## src/shared/operand_decode_defs.svh

```systemverilog
// Constants for the operand field decoder.
// Assumes inclusion by bare name from the design files.
`ifndef OPERAND_DECODE_DEFS_SVH
`define OPERAND_DECODE_DEFS_SVH

// mod r/m byte fields
`define MOD_HI 7
`define MOD_LO 6
`define REG_HI 5
`define REG_LO 3
`define RM_HI 2
`define RM_LO 0
// s-i-b byte fields
`define SCALE_HI 7
`define SCALE_LO 6
`define INDEX_HI 5
`define INDEX_LO 3
`define BASE_HI 2
`define BASE_LO 0
// mod codes
`define MOD_NODISP 2'h0
`define MOD_DISP8 2'h1
`define MOD_DISP32 2'h2
`define MOD_REG 2'h3
// Special code points
`define CODE_SIB 3'h4
`define CODE_NO_INDEX 3'h4
`define CODE_STACK_BASE 3'h4
`define CODE_FRAME_BASE 3'h5
`define SCALE_X1 2'h0
// Immediate sign position
`define IMM_SIGN 7
// Special-register class codes
`define SPECIAL_CONTROL 2'h0
`define SPECIAL_DEBUG 2'h1
`define SPECIAL_TEST 2'h2
`define EEE_CTRL0 3'h0
`define EEE_CTRL2 3'h2
`define EEE_CTRL3 3'h3
`define EEE_BP0 3'h0
`define EEE_BP1 3'h1
`define EEE_BP2 3'h2
`define EEE_BP3 3'h3
`define EEE_DSTAT 3'h6
`define EEE_DCTL 3'h7
`define EEE_TEST6 3'h6
`define EEE_TEST7 3'h7
// Reset values
`define BYTE_RESET 8'h00
`define COND_RESET 4'h0
`define SCALE_RESET 4'h1

`endif

```

## src/shared/operand_decode_pkg.sv

```systemverilog
// Types for the operand field decoder.
// Assumes nothing of its surroundings.
package operand_decode_pkg;
    // Default segment of the effective address
    typedef enum logic [1:0] {
        seg_data_type_v = 2'h0,
        seg_stack_type_v = 2'h1
    } segment_type;

    typedef enum logic [1:0] {
        disp_none_type_v = 2'h0,
        disp_8bit_type_v = 2'h1,
        disp_32bit_type_v = 2'h3
    } disp_size_type;

    // Special register selects
    typedef enum logic [3:0] {
        sreg_none = 4'h0,
        control_reg_0 = 4'h1,
        control_reg_2 = 4'h3,
        control_reg_3 = 4'h2,
        breakpoint_reg_0 = 4'h6,
        breakpoint_reg_1 = 4'h7,
        breakpoint_reg_2 = 4'h5,
        breakpoint_reg_3 = 4'h4,
        debug_status_reg = 4'hc,
        debug_control_reg = 4'hd,
        test_reg_6 = 4'hf,
        test_reg_7 = 4'he
    } special_reg_type;
endpackage

```

## src/verilog/operand_field_decoder.sv

```systemverilog
// Operand field decoder for the decode stage of a 32-bit core.
// Assumes instruction bytes and a load strobe from fetch, same clock.
`include "operand_decode_defs.svh"

module operand_field_decoder (
    input wire logic sys_clk,
    input wire logic nrst,
    input wire logic load,
    input wire logic [7:0] modrm_in,
    input wire logic [7:0] sib_in,
    input wire logic [7:0] imm8_in,
    input wire logic width_in,
    input wire logic dir_in,
    input wire logic sext_in,
    input wire logic [3:0] cond_in,
    input wire logic [1:0] special_class_in,
    input wire logic flag_overflow,
    input wire logic flag_carry,
    input wire logic flag_zero,
    input wire logic flag_sign,
    input wire logic flag_parity,
    output logic is_register_q,
    output logic [3:0] reg_sel_q,
    output logic [3:0] rm_sel_q,
    output logic [3:0] src_sel_q,
    output logic [3:0] dst_sel_q,
    output logic rm_is_dest_q,
    output logic base_valid_q,
    output logic [2:0] base_sel_q,
    output logic index_valid_q,
    output logic [2:0] index_sel_q,
    output logic [3:0] scale_mult_q,
    output logic addr_defined_q,
    output operand_decode_pkg::segment_type segment_q,
    output operand_decode_pkg::disp_size_type disp_size_q,
    output logic [31:0] imm_ext_q,
    output logic cond_true_q,
    output operand_decode_pkg::special_reg_type special_sel_q,
    output logic special_valid_q
);
    import operand_decode_pkg::*;

    // ========================================
    // Decode stage capture
    // ========================================
    logic [7:0] modrm_q, sib_q, imm8_q;
    logic width_q, dir_q, sext_q;
    logic [3:0] cond_q;
    logic [1:0] class_q;

    // Capture instruction bytes on load
    always_ff @(posedge sys_clk or negedge nrst) begin
        if (!nrst) begin
            modrm_q <= `BYTE_RESET;
            sib_q <= `BYTE_RESET;
            imm8_q <= `BYTE_RESET;
        end else if (load) begin
            modrm_q <= modrm_in;
            sib_q <= sib_in;
            imm8_q <= imm8_in;
        end
    end

    // Capture the opcode bits that travel with the bytes
    always_ff @(posedge sys_clk or negedge nrst) begin
        if (!nrst) begin
            width_q <= 1'b0;
            dir_q <= 1'b0;
            sext_q <= 1'b0;
        end else if (load) begin
            width_q <= width_in;
            dir_q <= dir_in;
            sext_q <= sext_in;
        end
    end

    // Capture the condition and special register class
    always_ff @(posedge sys_clk or negedge nrst) begin
        if (!nrst) begin
            cond_q <= `COND_RESET;
            class_q <= `SPECIAL_CONTROL;
        end else if (load) begin
            cond_q <= cond_in;
            class_q <= special_class_in;
        end
    end

    // ========================================
    // Field extraction
    // ========================================
    wire logic [1:0] mod_f = modrm_q[`MOD_HI:`MOD_LO];
    wire logic [2:0] reg_f = modrm_q[`REG_HI:`REG_LO];
    wire logic [2:0] rm_f = modrm_q[`RM_HI:`RM_LO];
    wire logic [1:0] scale_f = sib_q[`SCALE_HI:`SCALE_LO];
    wire logic [2:0] index_f = sib_q[`INDEX_HI:`INDEX_LO];
    wire logic [2:0] base_f = sib_q[`BASE_HI:`BASE_LO];

    // ========================================
    // Register operands
    // ========================================
    // Width bit on top: 0 byte regs AL..BH, 1 32-bit regs
    wire logic is_reg_d = (mod_f == `MOD_REG);
    wire logic [3:0] reg_d = {width_q, reg_f};
    wire logic [3:0] rm_d = {width_q, rm_f};

    // ========================================
    // Operand roles
    // ========================================
    // Direction 0: reg is source; 1: reg is destination
    wire logic [3:0] src_d = dir_q ? rm_d : reg_d;
    wire logic [3:0] dst_d = dir_q ? reg_d : rm_d;

    // ========================================
    // Effective address formation
    // ========================================
    wire logic has_sib = !is_reg_d && (rm_f == `CODE_SIB);
    wire logic base_is_frame = (base_f == `CODE_FRAME_BASE);
    wire logic base_is_stack = (base_f == `CODE_STACK_BASE);
    wire logic nodisp = (mod_f == `MOD_NODISP);
    // Displacement width taken from mod, except base 101 in mod 00
    wire logic mod_disp8 = (mod_f == `MOD_DISP8);
    wire logic mod_disp32 = (mod_f == `MOD_DISP32);
    // Frame code with no displacement means disp32 only
    wire logic base_valid_d = is_reg_d ? 1'b0 :
        has_sib ? !(nodisp && base_is_frame) :
        !(nodisp && rm_f == `CODE_FRAME_BASE);
    wire logic [2:0] base_d = has_sib ? base_f : rm_f;
    wire logic index_valid_d = has_sib &&
        (index_f != `CODE_NO_INDEX);
    // One-hot multiplier: bit n set for scale code n
    wire logic [3:0] scale_d;
    genvar sc;
    generate
        for (sc = 0; sc < $bits(scale_d); sc = sc + 1) begin : g_scale
            assign scale_d[sc] = (scale_f == sc);
        end
    endgenerate
    // No index with a scale other than x1 leaves address undefined
    wire logic addr_def_d = !(has_sib && index_f == `CODE_NO_INDEX &&
        scale_f != `SCALE_X1);

    // ========================================
    // Segment and displacement
    // ========================================
    // Stack segment for stack base, or frame base with displacement
    wire logic stack_seg = has_sib ?
        (base_is_stack || (base_is_frame && !nodisp)) :
        (rm_f == `CODE_FRAME_BASE && !nodisp);
    wire segment_type seg_d = (!is_reg_d && stack_seg) ?
        seg_stack_type_v : seg_data_type_v;

    // Displacement size from mod, disp32 for base 101 in mod 00
    wire disp_size_type disp_d =
        is_reg_d ? disp_none_type_v :
        mod_disp8 ? disp_8bit_type_v :
        mod_disp32 ? disp_32bit_type_v :
        ((has_sib ? base_f : rm_f) == `CODE_FRAME_BASE) ?
            disp_32bit_type_v : disp_none_type_v;

    // ========================================
    // Immediate sign extension
    // ========================================
    // Only byte immediates with the bit set take the sign
    wire logic [23:0] imm_fill;
    genvar fb;
    generate
        for (fb = 0; fb < $bits(imm_fill); fb = fb + 1) begin : g_fill
            assign imm_fill[fb] = sext_q & imm8_q[`IMM_SIGN];
        end
    endgenerate
    wire logic [31:0] imm_d = {imm_fill, imm8_q};

    // ========================================
    // Condition test
    // ========================================
    logic cond_true_d;
    condition_decode condition_decode_inst (
        .cond_code(cond_q),
        .flag_overflow(flag_overflow),
        .flag_carry(flag_carry),
        .flag_zero(flag_zero),
        .flag_sign(flag_sign),
        .flag_parity(flag_parity),
        .cond_true(cond_true_d)
    );

    // ========================================
    // Special register field
    // ========================================
    special_reg_type sreg_d;
    logic sreg_valid_d;
    wire logic [2:0] eee_f = reg_f;

    // Map class and eee code to a special register select
    always_comb begin
        sreg_d = sreg_none;
        unique case (class_q)
            `SPECIAL_CONTROL: begin
                if (eee_f == `EEE_CTRL0) sreg_d = control_reg_0;
                if (eee_f == `EEE_CTRL2) sreg_d = control_reg_2;
                if (eee_f == `EEE_CTRL3) sreg_d = control_reg_3;
            end
            `SPECIAL_DEBUG: begin
                if (eee_f == `EEE_BP0) sreg_d = breakpoint_reg_0;
                if (eee_f == `EEE_BP1) sreg_d = breakpoint_reg_1;
                if (eee_f == `EEE_BP2) sreg_d = breakpoint_reg_2;
                if (eee_f == `EEE_BP3) sreg_d = breakpoint_reg_3;
                if (eee_f == `EEE_DSTAT) sreg_d = debug_status_reg;
                if (eee_f == `EEE_DCTL) sreg_d = debug_control_reg;
            end
            `SPECIAL_TEST: begin
                if (eee_f == `EEE_TEST6) sreg_d = test_reg_6;
                if (eee_f == `EEE_TEST7) sreg_d = test_reg_7;
            end
            default: sreg_d = sreg_none;
        endcase
        // Reserved codes flagged, no register selected
        sreg_valid_d = (sreg_d != sreg_none);
    end

    // ========================================
    // Output registers
    // ========================================
    // Register operand outputs, one edge after capture
    always_ff @(posedge sys_clk or negedge nrst) begin
        if (!nrst) begin
            is_register_q <= 1'b0;
            reg_sel_q <= 4'h0;
            rm_sel_q <= 4'h0;
            src_sel_q <= 4'h0;
            dst_sel_q <= 4'h0;
            rm_is_dest_q <= 1'b1;
        end else begin
            is_register_q <= is_reg_d;
            reg_sel_q <= reg_d;
            rm_sel_q <= rm_d;
            src_sel_q <= src_d;
            dst_sel_q <= dst_d;
            rm_is_dest_q <= !dir_q;
        end
    end

    // Base and index outputs
    always_ff @(posedge sys_clk or negedge nrst) begin
        if (!nrst) begin
            base_valid_q <= 1'b0;
            base_sel_q <= 3'h0;
            index_valid_q <= 1'b0;
            index_sel_q <= 3'h0;
        end else begin
            base_valid_q <= base_valid_d;
            base_sel_q <= base_d;
            index_valid_q <= index_valid_d;
            index_sel_q <= index_f;
        end
    end

    // Scale, definedness, segment and displacement outputs
    always_ff @(posedge sys_clk or negedge nrst) begin
        if (!nrst) begin
            scale_mult_q <= `SCALE_RESET;
            addr_defined_q <= 1'b1;
            segment_q <= seg_data_type_v;
            disp_size_q <= disp_none_type_v;
        end else begin
            scale_mult_q <= scale_d;
            addr_defined_q <= addr_def_d;
            segment_q <= seg_d;
            disp_size_q <= disp_d;
        end
    end

    // Immediate and condition outputs; flags are sampled live here
    always_ff @(posedge sys_clk or negedge nrst) begin
        if (!nrst) begin
            imm_ext_q <= 32'h00000000;
            cond_true_q <= 1'b0;
        end else begin
            imm_ext_q <= imm_d;
            cond_true_q <= cond_true_d;
        end
    end

    // Special register outputs
    always_ff @(posedge sys_clk or negedge nrst) begin
        if (!nrst) begin
            special_sel_q <= sreg_none;
            special_valid_q <= 1'b0;
        end else begin
            special_sel_q <= sreg_d;
            special_valid_q <= sreg_valid_d;
        end
    end
endmodule

```

## src/verilog/condition_decode.sv

```systemverilog
// Condition field decoder: four-bit test code into a true/false outcome.
// Assumes flags come from the same clock domain, registered upstream.
`include "operand_decode_defs.svh"

module condition_decode (
    input wire logic [3:0] cond_code,
    input wire logic flag_overflow,
    input wire logic flag_carry,
    input wire logic flag_zero,
    input wire logic flag_sign,
    input wire logic flag_parity,
    output logic cond_true
);
    import operand_decode_pkg::*;

    // ========================================
    // Base tests by upper three bits
    // ========================================
    wire logic [7:0] test_vec;
    assign test_vec[0] = flag_overflow;
    assign test_vec[1] = flag_carry;
    assign test_vec[2] = flag_zero;
    assign test_vec[3] = flag_carry | flag_zero;
    assign test_vec[4] = flag_sign;
    assign test_vec[5] = flag_parity;
    assign test_vec[6] = flag_sign ^ flag_overflow;
    assign test_vec[7] = (flag_sign ^ flag_overflow) | flag_zero;

    // Low bit inverts the chosen test
    assign cond_true = test_vec[cond_code[3:1]] ^ cond_code[0];
endmodule

```

## config.mk

```make
export PLATFORM = sky130hd
export DESIGN_NAME = operand_field_decoder
export DESIGN_NICKNAME = d
export VERILOG_FILES = /design/src/shared/operand_decode_pkg.sv /design/src/verilog/operand_field_decoder.sv /design/src/verilog/condition_decode.sv
export VERILOG_INCLUDE_DIRS = /design/src /design/src/shared
export SDC_FILE = /design/constraint.sdc
export NUM_CORES = 1
export LEC_CHECK = 0
export BUFFER_PORTS_ARGS = -buffer_cell sky130_fd_sc_hd__buf_2
export CELL_PAD_IN_SITES_DETAIL_PLACEMENT = 1
export CELL_PAD_IN_SITES_GLOBAL_PLACEMENT = 1
export CORE_MARGIN = 2
export CORE_UTILIZATION = 35
export DETAILED_ROUTE_END_ITERATION = 12
export PLACE_DENSITY = 0.83
export SKIP_CTS_REPAIR_TIMING = 1
export SLEW_MARGIN = 20
export SYNTH_ARGS = -nofsm -noshare
export SYNTH_HDL_FRONTEND = slang
export SYNTH_HIERARCHICAL = 1
export SYNTH_SLANG_ARGS = --single-unit
```

## constraint.sdc

```tcl
create_clock -name sys_clk -period 3.8 [get_ports sys_clk]
set_input_delay 0 -clock sys_clk [delete_from_list [all_inputs] [get_ports sys_clk]]
set_output_delay 0 -clock sys_clk [all_outputs]
set_load 0.01 [all_outputs]
```

# --- Word level (Yosys, flattened, before mapping) ---
# Index checks and enable logic that the tools add are counted.
op_classes:
  n_lt_le_gt_ge: 1
  n_eq_ne: 20
  mux: 25
  bitwise: 5
  reduce_logical: 22
op_table:
  columns: ["cell", "count"]
  rows:
  - ["$mux 4", 9]
  - ["$eq 3x3->1 const B", 8]
  - ["$mux 3", 4]
  - ["$pmux 4 s3", 1]
  - ["$eq 2x2->1 const B", 5]
  - ["$logic_and 1x1->1", 9]
  - ["$mux 2", 4]
  - ["$eq 2x1->1 const B", 3]
  - ["$eq 3x2->1 const B", 2]
  - ["$logic_not 1->1", 6]
  - ["$logic_not 2->1", 3]
  - ["$mux 1", 6]
  - ["$lt 3x4->1 const B", 1]
  - ["$reduce_bool 4->1", 1]
  - ["$bmux 1 s3", 1]
  - ["$eq 3x1->1 const B", 1]
  - ["$logic_not 3->1", 1]
  - ["$ne 3x3->1 const B", 1]
  - ["$or 1x1->1", 2]
  - ["$reduce_bool 2->1", 1]
  - ["$xor 1x1->1", 2]
  - ["$and 1x1->1", 1]
  - ["$logic_or 1x1->1", 1]
word_totals:
  ff_bits: 82
  inputBits: 41
  output_inout_bits: 73
  word_cells: 99

# --- Depth between registers and ports, before layout ---
depth:
  ltp_word: 9
  mapped_depth: 5
  ltp_nobuf: 4

# --- By module ---
# Netlist, hierarchy kept.
modules_own_cells:
  columns: ["mod", "n_inst", "cells_each", "area_per_inst_um2", "seq_area_each_um2"]
  rows:
  - ["operand_field_decoder", 1, 209, 2926.6, 1980.6]
  - ["condition_decode", 1, 10, 77.6, 0.0]

# --- Least setup slack after synthesis ---
# Ideal clock, no wire load.
synth_timing:
  path_type: "register -> register"
  from: "register class_q[1]"
  to: "register special_valid_q"
  setup_time_ps: 131
  arrival_ps: 1435
  required_time_ps: 3669
  slack_ps: 2234
  path_stages_with_launch: 5
  n_path_buf: 0
  synth_period_minus_slack_ps: 1566
  path_cell_list: "dfrtp_1 -> nor2b_1 -> and4b_1 -> or3_1 -> or3_1"
synth_via:
  elab_chain_cells: 3
  word_cells_on_any_way: 5
  cone_classes: "2 x eq/ne; 1 x mux; 2 x reduce/logical"
synth_rtl:
  columns: ["item", "line", "text"]
  rows:
  - ["start: declaration", "operand_field_decoder.sv:49", "logic [1:0] class_q;"]
  - ["start signal: assignment", "operand_field_decoder.sv:81", "class_q <= `SPECIAL_CONTROL;"]
  - ["start signal: assignment", "operand_field_decoder.sv:84", "class_q <= special_class_in;"]
  - ["$eq 2x2->1, or another cell as far along", "operand_field_decoder.sv:197", "unique case (class_q)"]
  - ["$pmux 4 s3 *", "operand_field_decoder.sv:197", null]
  - ["net sreg_d[0]", "operand_field_decoder.sv:190", "special_reg_type sreg_d;"]
  - ["$reduce_bool 4->1 *", "operand_field_decoder.sv:218", "sreg_valid_d = (sreg_d != sreg_none);"]
  - ["net sreg_valid_d", "operand_field_decoder.sv:191", "logic sreg_valid_d;"]
  - ["end signal: assignment", "operand_field_decoder.sv:291", "special_valid_q <= sreg_valid_d;"]
  - ["end: declaration", "operand_field_decoder.sv:39", "output logic special_valid_q"]
# Mark *: on every way through the listed nets, which the timed path passes. The rest lies on a longest branch.
# A chain may end at the register's enable or synchronous reset.

# --- Worst setup path after layout ---
# Same ends and word-level chain as after synthesis.

==> results.md <==
- Antenna diode count: 0
- Overall Global Routing Usage: approximately 14%
- Clk pin slew, worst setup/hold paths: approximately 0.080 ns
- Total congestion overflow: 0
- Synthesized area per cell: between 10 and 15 um^2
- Distinct cell type count after synthesis: 33
- CP endpoint kind: flop
- Layout area overhead: 33.3%
- Drt total wl: roughly 6.7 mm
- Synthesized flop and latch total: 79
- DR vias/cell: between 4 and 5
- Vias in the first global route: a little over 2,000
- Synth top area share: around 63%
- Max Clk Rate: about 600 MHz
- Number of warning messages in the yosys log: 6
- Initial antenna violation count: 0
- Critical path type: reg -> reg
- Syn Std Cell Area: 3000 um^2
- Number of remaining DRC errors: 0
- DR pass1 iterations: 3
- Placed insts: 402
- Post-route clock period utilization: 44.0%
- Layout fillers: between 800 and 900
- CTS Buf Count: 9
- Crit path max fanout: 6
- Dominant cell type by area after synthesis: dfrtp_1
- I/O pin cnt: between 100 and 150
- Die area: just over 9000 um^2
- Detailed Place HPWL: ~4.4 mm
- Tightest Pin Transition: around 1 ns
- Root Driver: clkbuf_8
- Final hold violation count: 0
- Layout net count: around 380
- Leak pwr: about 2 nW
- Die Width: between 90 and 100 um
- Final Core Density: 48.5%
- Layout Cells excl Fill: approximately 450
- Synth Instances: between 200 and 250
- CTS tree: built
- H-tree depth: 3
- Avg WL per Cell: about 15 um
- Clock tree sinks: between 70 and 80
- Worst IR drop on VDD: around 0.25 mV
- Share of cells above drive strength 1: 48.1%
- Arrival time at the worst endpoint: approximately 1.9 ns
- Max-cap violations: 0
- Crit path launch type: flop
- Setup ws final: ~2.1 ns
- Core area: slightly above 8000 um^2
- Dpl ws: 2.13 ns
- Status: completed
- Hold Crit Class: in -> reg
- Via count: approximately 2,100
- Final hold slack: ~0.15 ns
- Die Y: 96.6 um
- Syn_nets: 260
- Largest net degree at the start of global routing: 80
- GP Congestion: ~0.8
- Starting Density: a little over a third
- Main area contributors after synthesis: dfrtp_1, mux2_2, buf_4
- Row cnt: 33
- CP required: between 4 and 5 ns
- Final ANT Viol Nets: 0
- Final setup vio count: 0
- RSZ-0062 raised after global routing: false
- Clk Latency, worst-skew pair: between 0.3 and 0.4 ns
- Min Clock Period, post-route: roughly 1.7 ns
- Slew HR: a little over a third
- Iteration-0 DRC Markers: 39
- Power Dens Cells: between 400 and 500 nW/um^2
- Global-route wire length before repair: approximately 10 mm
- CTS max path bufs: 2
- Worst clock skew: a little over 0.005 ns
- I/O Buffers: 112
- Seq/Total Area, Yosys: between 60% and 70%
- Setup tns final: 0 ns
- Final Max Tran Viols: 0
==> logic make-up (layout without fill, tap and decap cells) <==
family	after synthesis	count (layout)	share of synthesized area, %
compound gates	28	28	6.25
xor+xnor	4	4	1.17
buf+inv	41	169	8.58
flops	79	79	65.9
mux	33	33	12.3
other cells	1	1	0.125
simple gates	33	33	5.62
==> report_power, final <==
group	internal, mW	switching [mW]
Combinational	0.155	0.150
Sequential	0.931	0.0627
Clock	0.306	0.303
==> cells in the mapped netlist, drive strengths merged <==
master   count
nand2       12
and2         2
nand4        1
o21ai        8
a2111oi      1
and4b        1
a21oi       10
a311oi       1
a22o         1
or3          3
nor2         6
o211a        1
a221o        1
dfstp        3
and2b        1
a31o         2
nor4bb       1
dfrtp       76
o41a         1
buf         30
mux2i        1
nor2b        4
a21o         1
inv          7
nor3         1
mux2        32
xor2         4
a211oi       1
clkbuf       4
conb         1
nand3        1
==> layer usage <==
metal	up-vias	wire [um]	track usage, %	part of all wire (%)
met5	-	0	0	0
li1	958	-	-	-
met2	73	3430	23.9	51
met4	0	110	5.31	1.6
met1	1041	2780	16.9	42
met3	10	353	3.18	5.3
==> worst max-delay path, cell delays in order (launching register included) <==
cell     delay (ns)
dfrtp_1        0.43
nor2b_1        0.19
and4b_1        0.20
or3_1          0.39
or3_1          0.35
==> sequential cells by signal, indices dropped and copies added, names as in the netlist, 2 cells and up <==
signal	count
index_sel_q	3
modrm_q	8
rm_sel_q	3
reg_sel_q	3
scale_mult_q	4
imm8_q	8
special_sel_q	4
cond_q	4
dst_sel_q	4
class_q	2
sib_q	8
imm_ext_q	9
src_sel_q	3
disp_size_q	2
base_sel_q	3
==> final timing paths <==
kind,slack (ns),cells after the start,start,endpoint
max in group asynchronous,2.81,2,nrst,disp_size_q[1]$_DFF_PN0_
hold / removal,0.15,4,flag_overflow,cond_true_q$_DFF_PN0_
setup reg to reg,2.13,4,class_q[1]$_DFFE_PN0P_,special_valid_q$_DFF_PN0_
hold reg to reg,0.38,0,width_q$_DFFE_PN0P_,dst_sel_q[3]$_DFF_PN0_
setup / recovery,2.13,4,class_q[1]$_DFFE_PN0P_,special_valid_q$_DFF_PN0_
min in group asynchronous,0.35,2,nrst,imm_ext_q[6]$_DFF_PN0_
==> cell type report <==
cell class	instances	area (um^2)	share of cell area, %
sequential	79	1980	49.5
timing repair buffer	146	903	22.6
multi-input combinational	99	766	19.1
tap	105	131	3.28
clock buffer	10	128	3.19
clock inverter	6	68.8	1.72
inverter	7	26.3	0.656
==> through the flow <==
step	instance area, um^2	total power [mW]
after global placement	3470	1.28
after detailed placement	3470	1.29
after CTS	3660	1.92
after floorplan	3000	1.18
after global routing	4000	2.01
final	4000	1.91
==> placed cells by master, fill, tap and decap left out, types with 2 or more instances in the layout <==
master | synthesis | layout
dfrtp_1 | 76 | 76
and2_1 | 2 | 2
buf_2 | 2 | 111
inv_1 | 7 | 7
xor2_1 | 4 | 4
nand2_1 | 12 | 12
clkbuf_8 | 0 | 9
dlygate4sd3_1 | 0 | 34
or3_1 | 3 | 3
mux2_2 | 32 | 32
a31o_2 | 2 | 2
a21oi_1 | 10 | 10
dfstp_2 | 3 | 3
nor2_1 | 6 | 6
nor2b_1 | 4 | 4
o21ai_0 | 8 | 8
clkinvlp_4 | 0 | 4
Note: power is estimated with default switching activity, not from simulation.
